### config.mk
export PLATFORM = sky130hd
export DESIGN_NAME = css_clock_sel
export DESIGN_NICKNAME = d
export VERILOG_FILES = /design/src/hw/css_pkg.sv /design/src/hw/css_tick_div.sv /design/src/hw/css_clock_sel.sv
export SDC_FILE = /design/constraint.sdc
export NUM_CORES = 1
export LEC_CHECK = 0
export ABC_AREA = 0
export BUFFER_PORTS_ARGS = -buffer_cell sky130_fd_sc_hd__clkbuf_2
export CAP_MARGIN = 20
export CORE_MARGIN = 1
export CORE_UTILIZATION = 65
export DETAILED_ROUTE_END_ITERATION = 8
export PLACE_DENSITY = 0.89
export SYNTH_ARGS = -nofsm -noshare
export SYNTH_HDL_FRONTEND = slang
export SYNTH_SLANG_ARGS = --single-unit
export TNS_END_PERCENT = 1
### constraint.sdc
create_clock -name clk -period 6.9 [get_ports clk]
set_input_delay 1.035 -clock clk [delete_from_list [all_inputs] [get_ports clk]]
set_output_delay 1.035 -clock clk [all_outputs]
set_load 0.01 [all_outputs]
### src/hw/css_pkg.sv
// constants, types and register map of the system clock source selector
// assumes one 100 MHz clock; oscillators arrive as one-cycle enable ticks
package css_pkg;

  // timing
  localparam int CLK_PERIOD_PS = 10000;
  localparam int PLL_LOCK_NS = 2000;
  localparam int PLL_LOCK_CYC = (PLL_LOCK_NS * 1000 + CLK_PERIOD_PS - 1) / CLK_PERIOD_PS;
  localparam int SW_TIMEOUT_NS = 100000;
  localparam int SW_TIMEOUT_CYC = (SW_TIMEOUT_NS * 1000) / CLK_PERIOD_PS;
  localparam int FAIL_REF_TICKS = 2;

  // register indices
  localparam logic [1:0] ADDR_OSC_CTRL = 2'h0;
  localparam logic [1:0] ADDR_CLK_DIV = 2'h1;
  localparam logic [1:0] ADDR_PLL_FBD = 2'h2;
  localparam logic [1:0] ADDR_TUNE = 2'h3;

  // osc_control_reg fields
  localparam int OSC_CUR_LSB = 12;
  localparam int OSC_NEW_LSB = 8;
  localparam int OSC_LOCK_BIT = 5;
  localparam int OSC_FAIL_BIT = 3;
  localparam int OSC_SECEN_BIT = 1;
  localparam int OSC_SWREQ_BIT = 0;

  // clock_divisor_reg fields
  localparam int DIV_POST_LSB = 12;
  localparam int DIV_RCDIV_LSB = 8;
  localparam int DIV_PLLOUT_LSB = 6;
  localparam int DIV_PLLIN_LSB = 0;

  // reset values and fixed divider settings
  localparam logic [2:0] POST_RST = 3'h0;
  localparam logic [2:0] RCDIV_RST = 3'h0;
  localparam logic [1:0] PLLOUT_RST = 2'h0;
  localparam logic [4:0] PLLIN_RST = 5'h00;
  localparam logic [8:0] PLLFB_RST = 9'h030;
  localparam logic [5:0] TUNE_RST = 6'h00;
  localparam logic [7:0] FRC_DIV16_M1 = 8'h0F;
  localparam logic [7:0] FCY_DIV_M1 = 8'h01;

  typedef enum logic [2:0] {
    SRC_FRC, SRC_FRC_PLL, SRC_PRI, SRC_PRI_PLL, SRC_SEC, SRC_SLOW_INTERNAL_RC_OSC, SRC_FRC_DIV16, SRC_FRC_DIVN
  } css_src_t;

  typedef enum logic [1:0] {
    PMODE_EXT, PMODE_STD, PMODE_FAST, PMODE_OFF
  } css_pmode_t;

  typedef struct packed {
    logic fast_internal_rc_osc;
    logic pri;
    logic sec;
    logic slow_internal_rc_osc;
  } css_osc_ticks_t;

  typedef struct packed {
    logic [1:0] addr;
    logic [15:0] wdata;
    logic wr;
    logic rd;
  } css_bus_req_t;

endpackage

### src/hw/css_tick_div.sv
// divides a stream of enable ticks by (div_m1 + 1)
// assumes tick_in is a one-cycle pulse; output is registered, one cycle late
`timescale 1ns/10ps
`default_nettype none

module css_tick_div #(
  parameter int W = 8
) (
  input wire logic clk,
  input wire logic arst_n,
  input wire logic tick_in,
  input wire logic [W-1:0] div_m1,
  output logic tick_out
);

  logic [W-1:0] cnt_q;

  always_ff @(posedge clk or negedge arst_n)
  begin
    if (!arst_n)
    begin
      cnt_q <= '0;
      tick_out <= 1'b0;
    end
    else if (tick_in)
    begin
      // a shrunk divisor restarts cleanly instead of wrapping
      if (cnt_q >= div_m1)
      begin
        cnt_q <= '0;
        tick_out <= 1'b1;
      end
      else
      begin
        cnt_q <= cnt_q + {{(W-1){1'b0}}, 1'b1};
        tick_out <= 1'b0;
      end
    end
    else
    begin
      tick_out <= 1'b0;
    end
  end

endmodule

`default_nettype wire

### src/hw/css_clock_sel.sv
// system clock source selector: source mux, pll rate path, dividers, switch, fail monitor
// assumes all oscillator ticks and the register port are synchronous to clk
//
// Overview of operation
// - eight system clock choices, selected by a three-bit source code
// - fast rc divided by 2 up to 256, field bits 10:8 of divisor register
// - software trims the fast rc through a tuning register driven to the oscillator
// - primary mode: standard crystal, fast crystal up to 40 MHz, or external clock
// - secondary oscillator runs from its own 32.768 kHz crystal pins
// - slow rc tick is the watchdog and fail monitor reference
// - fast rc or primary may be routed through the pll
// - at power-on the source comes from initial source and primary mode fields
// - configuration fields are nonvolatile and sampled at reset release
// - erased configuration bits start from a fast rc selection
// - the two configuration fields together give twelve clock modes
// - postscaled system clock divided by two gives instruction and peripheral clocks
// - fail monitor detects a lost system clock and falls back to fast rc
// - the system clock can be switched at run time
// - programmable postscaler lowers the system clock rate
// - source codes: 000 frc ... 111 frc divided by n
// - software sets switch request; hardware switches and clears it when done
// - clock fail flag set by monitor, stays until software clears it
// - pll divides by 2..33, multiplies by feedback, divides by 2, 4 or 8
`timescale 1ns/10ps
`default_nettype none

module css_clock_sel
  import css_pkg::*;
#(
  parameter int SW_TIMEOUT_CYC_P = SW_TIMEOUT_CYC
) (
  input wire logic clk,
  input wire logic arst_n,
  input wire css_bus_req_t bus,
  output logic [15:0] rdata_q,
  input wire css_osc_ticks_t osc,
  input wire logic [2:0] initial_source_cfg,
  input wire logic [1:0] primary_mode_cfg,
  input wire logic fail_mon_en,
  output logic sys_tick_q,
  output logic instr_tick_q,
  output logic periph_tick_q,
  output logic wdt_ref_tick_q,
  output css_pmode_t primary_mode_q,
  output logic sec_osc_en_q,
  output logic [5:0] frc_trim_q,
  output logic clock_fail_q
);

  localparam int TW = $clog2(SW_TIMEOUT_CYC_P + 1);
  localparam int LW = $clog2(PLL_LOCK_CYC + 1);

  typedef enum logic [1:0] {SW_IDLE, SW_WAIT_NEW} css_sw_state_t;

  css_sw_state_t sw_state_q;
  css_src_t cur_src_q;
  css_src_t new_src_q;
  logic cfg_taken_q;
  logic swreq_q;
  logic sec_en_q;
  logic [2:0] post_q;
  logic [2:0] rcdiv_q;
  logic [1:0] pllout_q;
  logic [4:0] pllin_q;
  logic [8:0] pllfb_q;
  logic [TW-1:0] sw_tmr_q;
  logic [2:0] fail_cnt_q;
  logic [11:0] pll_acc_q;
  logic [LW-1:0] lock_cnt_q;
  logic pll_lock_q;
  logic pll_tick_q;
  logic frc_divn_tick;
  logic frc_div16_tick;
  logic sys_raw_tick;
  logic post_tick;
  logic fcy_tick;
  logic sw_done;
  logic fail_hit;
  logic wr_osc;
  logic wr_div;
  logic wr_fbd;
  css_src_t pll_target;
  logic pll_use;
  logic pll_in;
  logic [8:0] pll_den;
  logic [9:0] pll_m;
  logic [12:0] pll_sum;
  logic pll_fire;
  logic [15:0] rd_mux;

  // 2^e - 1, for power-of-two divider settings
  function automatic logic [7:0] pow2_m1(input logic [3:0] e);
    logic [8:0] p;
    p = 9'h001 << e;
    return 8'(p - 9'h001);
  endfunction

  // tick of a given source code
  function automatic logic src_tick(input css_src_t s, input css_osc_ticks_t o, input logic pll_t,
                                    input logic d16, input logic dn, input logic sec_on);
    case (s)
      SRC_FRC: src_tick = o.fast_internal_rc_osc;
      SRC_FRC_PLL: src_tick = pll_t;
      SRC_PRI: src_tick = o.pri;
      SRC_PRI_PLL: src_tick = pll_t;
      SRC_SEC: src_tick = o.sec & sec_on;
      SRC_SLOW_INTERNAL_RC_OSC: src_tick = o.slow_internal_rc_osc;
      SRC_FRC_DIV16: src_tick = d16;
      SRC_FRC_DIVN: src_tick = dn;
      default: src_tick = 1'b0;
    endcase
  endfunction

  assign wr_osc = bus.wr && (bus.addr == ADDR_OSC_CTRL);
  assign wr_div = bus.wr && (bus.addr == ADDR_CLK_DIV);
  assign wr_fbd = bus.wr && (bus.addr == ADDR_PLL_FBD);

  // register writes
  always_ff @(posedge clk or negedge arst_n)
  begin
    if (!arst_n)
    begin
      post_q <= POST_RST;
      rcdiv_q <= RCDIV_RST;
      pllout_q <= PLLOUT_RST;
      pllin_q <= PLLIN_RST;
      pllfb_q <= PLLFB_RST;
      frc_trim_q <= TUNE_RST;
      sec_en_q <= 1'b0;
    end
    else
    begin
      if (wr_div)
      begin
        post_q <= bus.wdata[DIV_POST_LSB +: 3];
        rcdiv_q <= bus.wdata[DIV_RCDIV_LSB +: 3];
        pllout_q <= bus.wdata[DIV_PLLOUT_LSB +: 2];
        pllin_q <= bus.wdata[DIV_PLLIN_LSB +: 5];
      end
      if (wr_fbd)
        pllfb_q <= bus.wdata[8:0];
      if (bus.wr && (bus.addr == ADDR_TUNE))
        frc_trim_q <= bus.wdata[5:0];
      if (wr_osc)
        sec_en_q <= bus.wdata[OSC_SECEN_BIT];
    end
  end

  // switch request: software sets, hardware clears on completion or refusal
  always_ff @(posedge clk or negedge arst_n)
  begin
    if (!arst_n)
      swreq_q <= 1'b0;
    else if (wr_osc && bus.wdata[OSC_SWREQ_BIT])
      swreq_q <= 1'b1;
    else if (sw_done)
      swreq_q <= 1'b0;
  end

  // clock fail flag: write 0 clears, a failure in the same cycle wins
  always_ff @(posedge clk or negedge arst_n)
  begin
    if (!arst_n)
      clock_fail_q <= 1'b0;
    else if (fail_hit)
      clock_fail_q <= 1'b1;
    else if (wr_osc && !bus.wdata[OSC_FAIL_BIT])
      clock_fail_q <= 1'b0;
  end

  // new source selection; loaded from configuration at reset release
  always_ff @(posedge clk or negedge arst_n)
  begin
    if (!arst_n)
      new_src_q <= SRC_FRC;
    else if (!cfg_taken_q)
      new_src_q <= css_src_t'(initial_source_cfg);
    else if (wr_osc)
      new_src_q <= css_src_t'(bus.wdata[OSC_NEW_LSB +: 3]);
  end

  // configuration straps, caught once after reset release
  always_ff @(posedge clk or negedge arst_n)
  begin
    if (!arst_n)
    begin
      cfg_taken_q <= 1'b0;
      primary_mode_q <= PMODE_OFF;
    end
    else if (!cfg_taken_q)
    begin
      cfg_taken_q <= 1'b1;
      primary_mode_q <= css_pmode_t'(primary_mode_cfg);
    end
  end

  // fail monitor: count reference ticks with no system tick between them
  assign fail_hit = cfg_taken_q && fail_mon_en && osc.slow_internal_rc_osc && !sys_raw_tick
                    && (fail_cnt_q == 3'(FAIL_REF_TICKS - 1)) && (cur_src_q != SRC_FRC);

  always_ff @(posedge clk or negedge arst_n)
  begin
    if (!arst_n)
      fail_cnt_q <= 3'h0;
    else if (sys_raw_tick || fail_hit || !fail_mon_en)
      fail_cnt_q <= 3'h0;
    else if (osc.slow_internal_rc_osc)
      fail_cnt_q <= fail_cnt_q + 3'h1;
  end

  // current source and switch sequencer
  always_ff @(posedge clk or negedge arst_n)
  begin
    if (!arst_n)
    begin
      cur_src_q <= SRC_FRC;
      sw_state_q <= SW_IDLE;
      sw_tmr_q <= '0;
    end
    else if (!cfg_taken_q)
      cur_src_q <= css_src_t'(initial_source_cfg);
    else if (fail_hit)
    begin
      // fall back to the internal rc; a switch in flight restarts from idle while its request stays set
      cur_src_q <= SRC_FRC;
      sw_state_q <= SW_IDLE;
    end
    else
    begin
      case (sw_state_q)
        SW_IDLE:
        begin
          sw_tmr_q <= '0;
          if (swreq_q && !sw_done)
            sw_state_q <= SW_WAIT_NEW;
        end
        SW_WAIT_NEW:
        begin
          sw_tmr_q <= sw_tmr_q + {{(TW-1){1'b0}}, 1'b1};
          if (sw_done)
            sw_state_q <= SW_IDLE;
          // hand over only on a live tick of the new source
          if (sw_done && src_tick(new_src_q, osc, pll_tick_q, frc_div16_tick, frc_divn_tick, 1'b1)
              && (!pll_use || pll_lock_q))
            cur_src_q <= new_src_q;
        end
        default:
          sw_state_q <= SW_IDLE;
      endcase
    end
  end

  // completion: same source, forbidden pll to pll, new source alive, or timeout
  always_comb
  begin
    sw_done = 1'b0;
    if (swreq_q && cfg_taken_q)
    begin
      if (sw_state_q == SW_IDLE)
        sw_done = (new_src_q == cur_src_q)
                  || ((new_src_q == SRC_FRC_PLL) && (cur_src_q == SRC_PRI_PLL))
                  || ((new_src_q == SRC_PRI_PLL) && (cur_src_q == SRC_FRC_PLL));
      else
        sw_done = (src_tick(new_src_q, osc, pll_tick_q, frc_div16_tick, frc_divn_tick, 1'b1)
                   && (!pll_use || pll_lock_q))
                  || (sw_tmr_q == TW'(SW_TIMEOUT_CYC_P));
    end
  end

  // secondary oscillator runs when enabled, in use, or being switched to
  always_ff @(posedge clk or negedge arst_n)
  begin
    if (!arst_n)
      sec_osc_en_q <= 1'b0;
    else
      sec_osc_en_q <= sec_en_q || (cur_src_q == SRC_SEC)
                      || ((sw_state_q == SW_WAIT_NEW) && (new_src_q == SRC_SEC));
  end

  // pll rate path: in * M / (N1 * N2), at most one tick per clk
  always_comb
  begin
    pll_target = (sw_state_q == SW_WAIT_NEW) ? new_src_q : cur_src_q;
    pll_use = (pll_target == SRC_FRC_PLL) || (pll_target == SRC_PRI_PLL);
    pll_in = pll_use && ((pll_target == SRC_FRC_PLL) ? osc.fast_internal_rc_osc : osc.pri);
    pll_den = (9'({4'h0, pllin_q}) + 9'h002)
              * ((pllout_q == 2'h0) ? 9'h002 : ((pllout_q == 2'h1) ? 9'h004 : 9'h008));
    pll_m = {1'b0, pllfb_q} + 10'h002;
    pll_sum = {1'b0, pll_acc_q} + (pll_in ? {3'b000, pll_m} : 13'h0000);
    pll_fire = pll_use && (pll_sum >= {4'h0, pll_den});
  end

  always_ff @(posedge clk or negedge arst_n)
  begin
    if (!arst_n)
    begin
      pll_acc_q <= 12'h000;
      pll_tick_q <= 1'b0;
    end
    else if (!pll_use)
    begin
      pll_acc_q <= 12'h000;
      pll_tick_q <= 1'b0;
    end
    else
    begin
      // the backlog saturates when the ratio asks for more than clk can carry
      if (pll_fire)
        pll_acc_q <= (pll_sum - {4'h0, pll_den} > 13'h0FFF) ? 12'hFFF
                     : 12'(pll_sum - {4'h0, pll_den});
      else
        pll_acc_q <= (pll_sum > 13'h0FFF) ? 12'hFFF : pll_sum[11:0];
      pll_tick_q <= pll_fire;
    end
  end

  // lock: a settle time after the pll is used and its settings stop changing
  always_ff @(posedge clk or negedge arst_n)
  begin
    if (!arst_n)
    begin
      lock_cnt_q <= '0;
      pll_lock_q <= 1'b0;
    end
    else if (!pll_use || wr_div || wr_fbd)
    begin
      lock_cnt_q <= '0;
      pll_lock_q <= 1'b0;
    end
    else if (lock_cnt_q == LW'(PLL_LOCK_CYC))
      pll_lock_q <= 1'b1;
    else
      lock_cnt_q <= lock_cnt_q + {{(LW-1){1'b0}}, 1'b1};
  end

  css_tick_div #(.W(8)) u_frc_divn (
    .clk(clk),
    .arst_n(arst_n),
    .tick_in(osc.fast_internal_rc_osc),
    .div_m1(pow2_m1({1'b0, rcdiv_q} + 4'h1)),
    .tick_out(frc_divn_tick)
  );

  css_tick_div #(.W(8)) u_frc_div16 (
    .clk(clk),
    .arst_n(arst_n),
    .tick_in(osc.fast_internal_rc_osc),
    .div_m1(FRC_DIV16_M1),
    .tick_out(frc_div16_tick)
  );

  // the mux only moves between ticks, so a pulse is never cut or doubled
  assign sys_raw_tick = src_tick(cur_src_q, osc, pll_tick_q, frc_div16_tick, frc_divn_tick,
                                 sec_osc_en_q);

  css_tick_div #(.W(8)) u_post (
    .clk(clk),
    .arst_n(arst_n),
    .tick_in(sys_raw_tick),
    .div_m1(pow2_m1({1'b0, post_q})),
    .tick_out(post_tick)
  );

  css_tick_div #(.W(8)) u_fcy (
    .clk(clk),
    .arst_n(arst_n),
    .tick_in(post_tick),
    .div_m1(FCY_DIV_M1),
    .tick_out(fcy_tick)
  );

  // output stage
  always_ff @(posedge clk or negedge arst_n)
  begin
    if (!arst_n)
    begin
      sys_tick_q <= 1'b0;
      instr_tick_q <= 1'b0;
      periph_tick_q <= 1'b0;
      wdt_ref_tick_q <= 1'b0;
    end
    else
    begin
      sys_tick_q <= post_tick;
      instr_tick_q <= fcy_tick;
      periph_tick_q <= fcy_tick;
      wdt_ref_tick_q <= osc.slow_internal_rc_osc;
    end
  end

  // read mux; unmapped bits read as zero
  always_comb
  begin
    rd_mux = 16'h0000;
    case (bus.addr)
      ADDR_OSC_CTRL:
      begin
        rd_mux[OSC_CUR_LSB +: 3] = cur_src_q;
        rd_mux[OSC_NEW_LSB +: 3] = new_src_q;
        rd_mux[OSC_LOCK_BIT] = pll_lock_q;
        rd_mux[OSC_FAIL_BIT] = clock_fail_q;
        rd_mux[OSC_SECEN_BIT] = sec_en_q;
        rd_mux[OSC_SWREQ_BIT] = swreq_q;
      end
      ADDR_CLK_DIV:
      begin
        rd_mux[DIV_POST_LSB +: 3] = post_q;
        rd_mux[DIV_RCDIV_LSB +: 3] = rcdiv_q;
        rd_mux[DIV_PLLOUT_LSB +: 2] = pllout_q;
        rd_mux[DIV_PLLIN_LSB +: 5] = pllin_q;
      end
      ADDR_PLL_FBD:
        rd_mux[8:0] = pllfb_q;
      ADDR_TUNE:
        rd_mux[5:0] = frc_trim_q;
      default:
        rd_mux = 16'h0000;
    endcase
  end

  always_ff @(posedge clk or negedge arst_n)
  begin
    if (!arst_n)
      rdata_q <= 16'h0000;
    else if (bus.rd)
      rdata_q <= rd_mux;
    else
      rdata_q <= 16'h0000;
  end

endmodule

`default_nettype wire

Word-level counts from Yosys, hierarchy flattened
Cells that the tools add are included.
{"block": "totals", "word_cells": 205, "reg_bits": 137, "output_inout_bits": 30, "inputBits": 32}
{"block": "classes", "bitwise": 2, "mux": 62, "n_addsub": 14, "shift": 2, "multipliers": 1, "n_lt_le_gt_ge": 7, "n_eq_ne": 31, "reduce_logical": 53}
{"cell": "two-way mux 12 bit", "n": 4}
{"cell": "two-way mux 8 bit", "n": 6}
{"cell": "adder 8 x 1 -> 8 bit, second input constant", "n": 5}
{"cell": "case mux 14 bit (2 select lines)", "n": 1}
{"cell": "two-way mux 3 bit", "n": 9}
{"cell": "greater-than comparator 13 x 12 -> 1 bit, second input constant", "n": 2}
{"cell": "equality test 3 bit, second input constant", "n": 8}
{"cell": "two-way mux 1 bit", "n": 23}
{"cell": "logical AND 1 bit", "n": 21}
{"cell": ">= comparator 8 bit", "n": 2}
{"cell": "subtractor 8 x 1 -> 8 bit, second input constant", "n": 2}
{"cell": "equality test 3 x 2 -> 1 bit, second input constant", "n": 5}
{"cell": "two-way mux 15 bit", "n": 1}
{"cell": "adder 14 x 1 -> 14 bit, second input constant", "n": 1}
{"cell": "equality test 14 bit, second input constant", "n": 1}
{"cell": "case mux 1 bit (7 select lines)", "n": 2}
{"cell": "adder 12 x 10 -> 13 bit", "n": 1}
{"cell": ">= comparator 13 x 9 -> 1 bit", "n": 1}
{"cell": "subtractor 13 x 9 -> 13 bit", "n": 1}
{"cell": "equality test 3 x 1 -> 1 bit, second input constant", "n": 4}
{"cell": "case mux 1 bit (3 select lines)", "n": 4}
{"cell": "case mux 2 bit (2 select lines)", "n": 3}
{"cell": "logical OR 1 bit", "n": 11}
{"cell": "adder 9 x 2 -> 10 bit, second input constant", "n": 1}
{"cell": "32 further kinds", "n": 53}

Depth between registers and ports, before layout
{"block": "depth", "ltp_word": 16, "ltp_mapped": 22, "ltp_nobuf": 20}

Modules after synthesis
A second synthesis with hierarchy kept.
{"block": "hier_totals", "cells_unflattened": 942, "area_unflattened_um2": 8833.5}
{"module": "css_clock_sel", "cells_per_inst": 658, "area_each_um2": 6346.1, "instances": 1}
{"module": "css_tick_div", "cells_per_inst": 71, "area_each_um2": 621.8, "instances": 4}

Least setup slack after synthesis
OpenSTA, ideal clock, no wires.
{"block": "synth_timing", "path_kind": "input to register", "startpoint": "in osc[3] in the netlist's numbering", "endpoint": "reg pll_acc_q[2]", "arrival_time_ns": 4.553, "cell_stages": 18, "required_time_ns": 6.801, "slack_ns": 2.247, "cell_sequence": "mux2i_1 -> or2_2 -> clkbuf_1 -> nor2_1 -> ha_1 -> inv_1 -> fa_1 -> nor2b_1 -> o31a_1 -> a31oi_1 -> xnor2_1 -> ha_1 -> a21o_1 -> or3_1 -> a221oi_2 -> and4_4 -> nor2_4 -> a311oi_1"}
{"block": "synth_between", "elab_chain_len": 9, "word_cells_on_any_way": 13, "cone_classes": "add/sub: 2; order compare: 3; mux: 6; reduce/logical: 2"}
{"element": "start: declaration", "line": "css_clock_sel.sv:36", "text": "input wire css_osc_ticks_t osc,"}
{"element": "two-way mux 1 bit (*)", "line": "css_clock_sel.sv:285", "text": "pll_in = pll_use && ((pll_target == SRC_FRC_PLL) ? osc.fast_internal_rc_osc : osc.pri);"}
{"element": "logical AND 1 bit (*)", "line": "css_clock_sel.sv:285"}
{"element": "two-way mux 10 bit (*)", "line": "css_clock_sel.sv:289", "text": "pll_sum = {1'b0, pll_acc_q} + (pll_in ? {3'b000, pll_m} : 13'h0000);"}
{"element": "adder 12 x 10 -> 13 bit (*)", "line": "css_clock_sel.sv:289"}
{"element": "subtractor 13 x 9 -> 13 bit", "line": "css_clock_sel.sv:310", "text": ": 12'(pll_sum - {4'h0, pll_den});"}
{"element": "greater-than comparator 13 x 12 -> 1 bit", "line": "css_clock_sel.sv:309", "text": "pll_acc_q <= (pll_sum - {4'h0, pll_den} > 13'h0FFF) ? 12'hFFF"}
{"element": "two-way mux 12 bit", "line": "css_clock_sel.sv:309"}
{"element": "two-way mux 12 bit (*)", "line": "css_clock_sel.sv:308", "text": "if (pll_fire)"}
{"element": "two-way mux 12 bit (*)", "line": "css_clock_sel.sv:300", "text": "else if (!pll_use)"}
{"element": "end signal: assignment", "line": "css_clock_sel.sv:309"}
{"element": "end signal: assignment", "line": "css_clock_sel.sv:312", "text": "pll_acc_q <= (pll_sum > 13'h0FFF) ? 12'hFFF : pll_sum[11:0];"}
{"element": "end: declaration", "line": "css_clock_sel.sv:68", "text": "logic [11:0] pll_acc_q;"}
Every way passes the cells marked *; elsewhere a longest branch is shown, timed or not.
A chain may end at the register's enable or synchronous reset.

Final worst setup path
{"block": "layout_timing", "startpoint": "reg sw_state_q[0]", "endpoint": "reg pll_acc_q[2]"}
{"block": "layout_between", "elab_chain_len": 12, "word_cells_on_any_way": 18, "cone_classes": "add/sub: 2; order compare: 3; eq/ne: 3; mux: 7; reduce/logical: 3"}
{"element": "start: declaration", "line": "css_clock_sel.sv:55", "text": "css_sw_state_t sw_state_q;"}
{"element": "start signal: assignment", "line": "css_clock_sel.sv:217", "text": "sw_state_q <= SW_IDLE;"}
{"element": "start signal: assignment", "line": "css_clock_sel.sv:226", "text": "sw_state_q <= SW_IDLE;"}
{"element": "start signal: assignment", "line": "css_clock_sel.sv:235", "text": "sw_state_q <= SW_WAIT_NEW;"}
{"element": "equality test 2 x 1 -> 1 bit (*)", "line": "css_clock_sel.sv:283", "text": "pll_target = (sw_state_q == SW_WAIT_NEW) ? new_src_q : cur_src_q;"}
{"element": "two-way mux 3 bit (*)", "line": "css_clock_sel.sv:283"}
{"element": "equality test 3 x 1 -> 1 bit / equality test 3 x 2 -> 1 bit (equally long branches)", "line": "css_clock_sel.sv:284, css_clock_sel.sv:285"}
{"element": "two-way mux 1 bit / logical OR 1 bit (equally long branches)", "line": "css_clock_sel.sv:285, css_clock_sel.sv:284"}
{"element": "logical AND 1 bit", "line": "css_clock_sel.sv:285"}
{"element": "two-way mux 10 bit", "line": "css_clock_sel.sv:289"}
{"element": "adder 12 x 10 -> 13 bit", "line": "css_clock_sel.sv:289"}
{"element": "subtractor 13 x 9 -> 13 bit", "line": "css_clock_sel.sv:310"}
{"element": "greater-than comparator 13 x 12 -> 1 bit", "line": "css_clock_sel.sv:309"}
{"element": "two-way mux 12 bit", "line": "css_clock_sel.sv:309"}
{"element": "two-way mux 12 bit", "line": "css_clock_sel.sv:308"}
{"element": "two-way mux 12 bit (*)", "line": "css_clock_sel.sv:300"}
Marked as above.

==> results_dict.tcl <==
set metrics [dict create \
    hold_crit_start "u_fcy.tick_out" \
    area_added_between_synthesis_and_finish_pct 12.2 \
    vias_per_cell 6.15 \
    min_path_type "flip-flop to flip-flop" \
    endpoint_kind "flip-flop" \
    cts_tree "yes" \
    grt_overflow_total 0 \
    postSynth.asyncResetShare_pct 100 \
    die_x_um 115 \
    leakagePower_nw 4.48 \
    post_synth_edffs 0 \
    number_of_global_route_vias_before_repair 6382 \
    max_freq_mhz 179 \
    clock-sinks 134 \
    clk_latency_ns 0.43 \
    worst_path_max_delay_cell "dfrtp_1" \
    reg2reg_depth 21 \
    detail-route-antenna-nets 0 \
    coreArea_um2 12200 \
    vdd_drop_max_uv 252 \
    cp.required_ns 7.16 \
    synth_warnings 0 \
    drive_above_1_share_pct 16.3 \
    synth-seq-area-share_pct 40.7 \
    timing.clock.skew_ns 0.0121 \
    final.setup.tns_ns 0 \
    detailedRoute.firstIterationViolations 603 \
    final_net_count 1005 \
    critical_path_at_ns 5.83 \
    insertedDiodeCount 0 \
    final.period_utilization_pct 80.8 \
    drv_slew 0 \
    grt_max_degree 74 \
    routed_wire_length_per_instance_um 17.7 \
    syn_area_per_cell_um2 9.72 \
    synth_top_cell_area_share_pct 39.4 \
    setup.reg_to_reg.worst_slack_ns 1.32 \
    clock_slew_at_the_register_clock_pins_of_the_worst_setup_and_hold_paths_ns 0.07 \
    timing.final.crit_period_ns 5.58 \
    timing.hold.worst_endpoint "periph_tick_q" \
    max_slew.worst_pin.slew_ns 0.901 \
    layout_setup_ws_ns 1.32 \
    worst_setup_path_start_kind "flip-flop" \
    grt_setup_unrepaired "false" \
    num_rows 40 \
    worst_r2r_endpoint "pll_acc_q[2]" \
    timing.hold.worst_path_depth 0 \
    cts-root-buf "clkbuf_16" \
    yosys_most_used_dff "dfrtp_1" \
    timing.final.hold_violations 0 \
    dr.pass1.iters 8 \
    max-clock-path-buffers 2 \
    drcViolationCount 0 \
    initial_antenna_violation_count 0 \
    initial_core_util_pct 67.6 \
    cts-hold-fix-buffers 0 \
    status "finished, final reports clean" \
    grt_use_total_pct 31.0 \
    synth_top_cell_by_area "dfrtp_1" \
    cts_setup_buffers 0 \
    clock_tree.htree_level_count 4 \
    criticalPathCategory "flip-flop to flip-flop" \
    total_standard_cell_area_after_synthesis_um2 8250 \
    powerDensity_nw_per_um2 366 \
    maxSlewHeadroom_pct 40.0 \
    rr_startpoint "sw_state_q[0]" \
    timing.critical_path.cells "inv_1 > and3_1 > a21oi_1 > buf_4 > or2_2 > nor2_1 > ha_1 > inv_1 > fa_1 > nor2b_1 > o31a_1 > a31oi_1 > xnor2_1 > ha_1 > a21o_1 > nor3_1 > a21oi_1 > a211oi_2 > nand4_1 > nor2_1 > a311oi_1" \
    post_synth_num_cell_types 72 \
    ios 62 \
    portBuffers 57 \
    wire_length_of_the_first_global_routing_pass_mm 31.3 \
    dieArea_um2 13100 \
    ys_ff_latch 134 \
    cell_count_after_synthesis 849 \
    vias 6646 \
    cp_max_fo 14 \
    globalplace.congestion 0.878 \
    preCtsSetupSlack_ns 1.27 \
    most_frequent_cells_after_synthesis "dfrtp_1 (130), nor2_1 (81), ha_1 (68)" \
    die_h_um 115 \
    ctsResizeCount 0 \
    cts_buffers 17 \
    synth_top_cells_by_area "dfrtp_1 (39%), ha_1 (10%), mux2_2 (4.9%)" \
    yosys.cell_count.top_type "dfrtp_1" \
    setup_viol 0 \
    cap_viol_max_count 0 \
    power.total_mw 3.39 \
    postLayoutCoreUtil_pct 75.8 \
    wirelength_mm 19.1 \
    detailed_place_hpwl_mm 12.9 \
    cpPeakStageDelay_ns 0.55 \
]
==> state kept, by name, indices dropped and copies added, names as in the netlist, 2 cells and up <==
signal,count
pllfb_q,9
lock_cnt_q,8
rdata_q,14
pllout_q,2
pll_acc_q,12
pllin_q,5
u_fcy.cnt_q,8
u_post.cnt_q,8
u_frc_div16.cnt_q,8
sw_tmr_q,14
cur_src_q,3
post_q,3
fail_cnt_q,3
new_src_q,3
u_frc_divn.cnt_q,8
frc_trim_q,6
primary_mode_q,2
rcdiv_q,3
==> report_power, final <==
part / internal (mW) / switching, mW
Clock: 0.573 / 0.370
Combinational: 0.580 / 0.760
Sequential: 0.927 / 0.181
Total: 2.08 / 1.31
==> worst max path at each step <==
stage / from / endpoint / slack, ns / cells after the start
after global placement: osc[3] / pll_acc_q[11] / 1.43 / 19
final: sw_state_q[0] / pll_acc_q[2] / 1.32 / 21
after floorplan: osc[3] / pll_acc_q[2] / 2.25 / 18
after CTS: sw_state_q[0] / pll_acc_q[2] / 1.42 / 21
after global routing: sw_state_q[0] / pll_acc_q[11] / 1.02 / 21
after detailed placement: osc[3] / pll_acc_q[10] / 1.27 / 19
==> kinds of logic (layout without fill, tap and decap cells) <==
logic type | Yosys count | count (layout) | share of synthesized area, %
AOI/OAI and AO/OA | 168 | 168 | 13.7
xor gates and xnor gates | 53 | 53 | 5.63
adders and majority gates | 74 | 74 | 11.8
buffers and inverters | 81 | 140 | 3.87
DFF | 134 | 134 | 40.7
muxes | 45 | 45 | 6.01
other | 2 | 6 | 0.0910
and+or+nand+nor | 292 | 292 | 18.2
==> worst max-delay path: cells and delay by family (launching register included) <==
family                     cells  cell delay (ns)
and+or+nand+nor                7             2.01
adders and majority gates      3             0.99
DFF                            1             0.55
buffers and inverters          3             0.50
xor gates and xnor gates       1             0.24
AOI/OAI and AO/OA              7             1.08
==> metrics by stage <==
stage               instance area (um2)  hold WS, ns  instances
floorplan                          8260        0.331        853
global placement                   8650        0.334       1048
detailed placement                 8650        0.358       1048
CTS                                9250        0.372       1080
global route                       9250        0.383       1080
finish                             9250        0.370       1080
==> cell type report <==
class	instances	area, um2
Clock buffer	18	429
Clock inverter	14	175
Fill cell	833	2960
Inverter	48	180
Multi-Input combinational cell	638	4590
Sequential cell	134	3360
Tap cell	168	210
Timing Repair Buffer	60	314
==> cell usage in the layout (no fill, tap or decap), types with 5 or more instances in the layout <==
cell type / netlist / routed
a211oi_1: 5 / 5
nand2b_1: 12 / 12
o21ai_0: 42 / 42
and4_1: 6 / 6
inv_1: 48 / 48
a21o_1: 10 / 10
and2_1: 15 / 15
and3_1: 16 / 16
clkbuf_2: 0 / 56
conb_1: 2 / 6
mux2_2: 36 / 36
nor2_1: 81 / 81
clkbuf_16: 0 / 17
nand2_1: 49 / 49
xnor2_1: 25 / 25
a21oi_1: 35 / 35
nor2b_1: 23 / 23
nand3_1: 29 / 29
fa_1: 6 / 6
ha_1: 68 / 68
xor2_1: 28 / 28
a22oi_1: 7 / 7
mux2i_1: 9 / 9
a222oi_1: 7 / 7
nor3_1: 19 / 19
nand4_1: 9 / 9
a31oi_1: 11 / 11
or3_1: 8 / 8
dfrtp_1: 130 / 130
==> routing by layer <==
metal	wire length [um]	vias up	GRT usage, %
met2	9610	235	52.3
met5	0	-	0
met4	495	0	12.3
met3	981	45	6.51
met1	8020	3251	39.0
li1	-	3115	-
(Power assumes the default switching activity.)
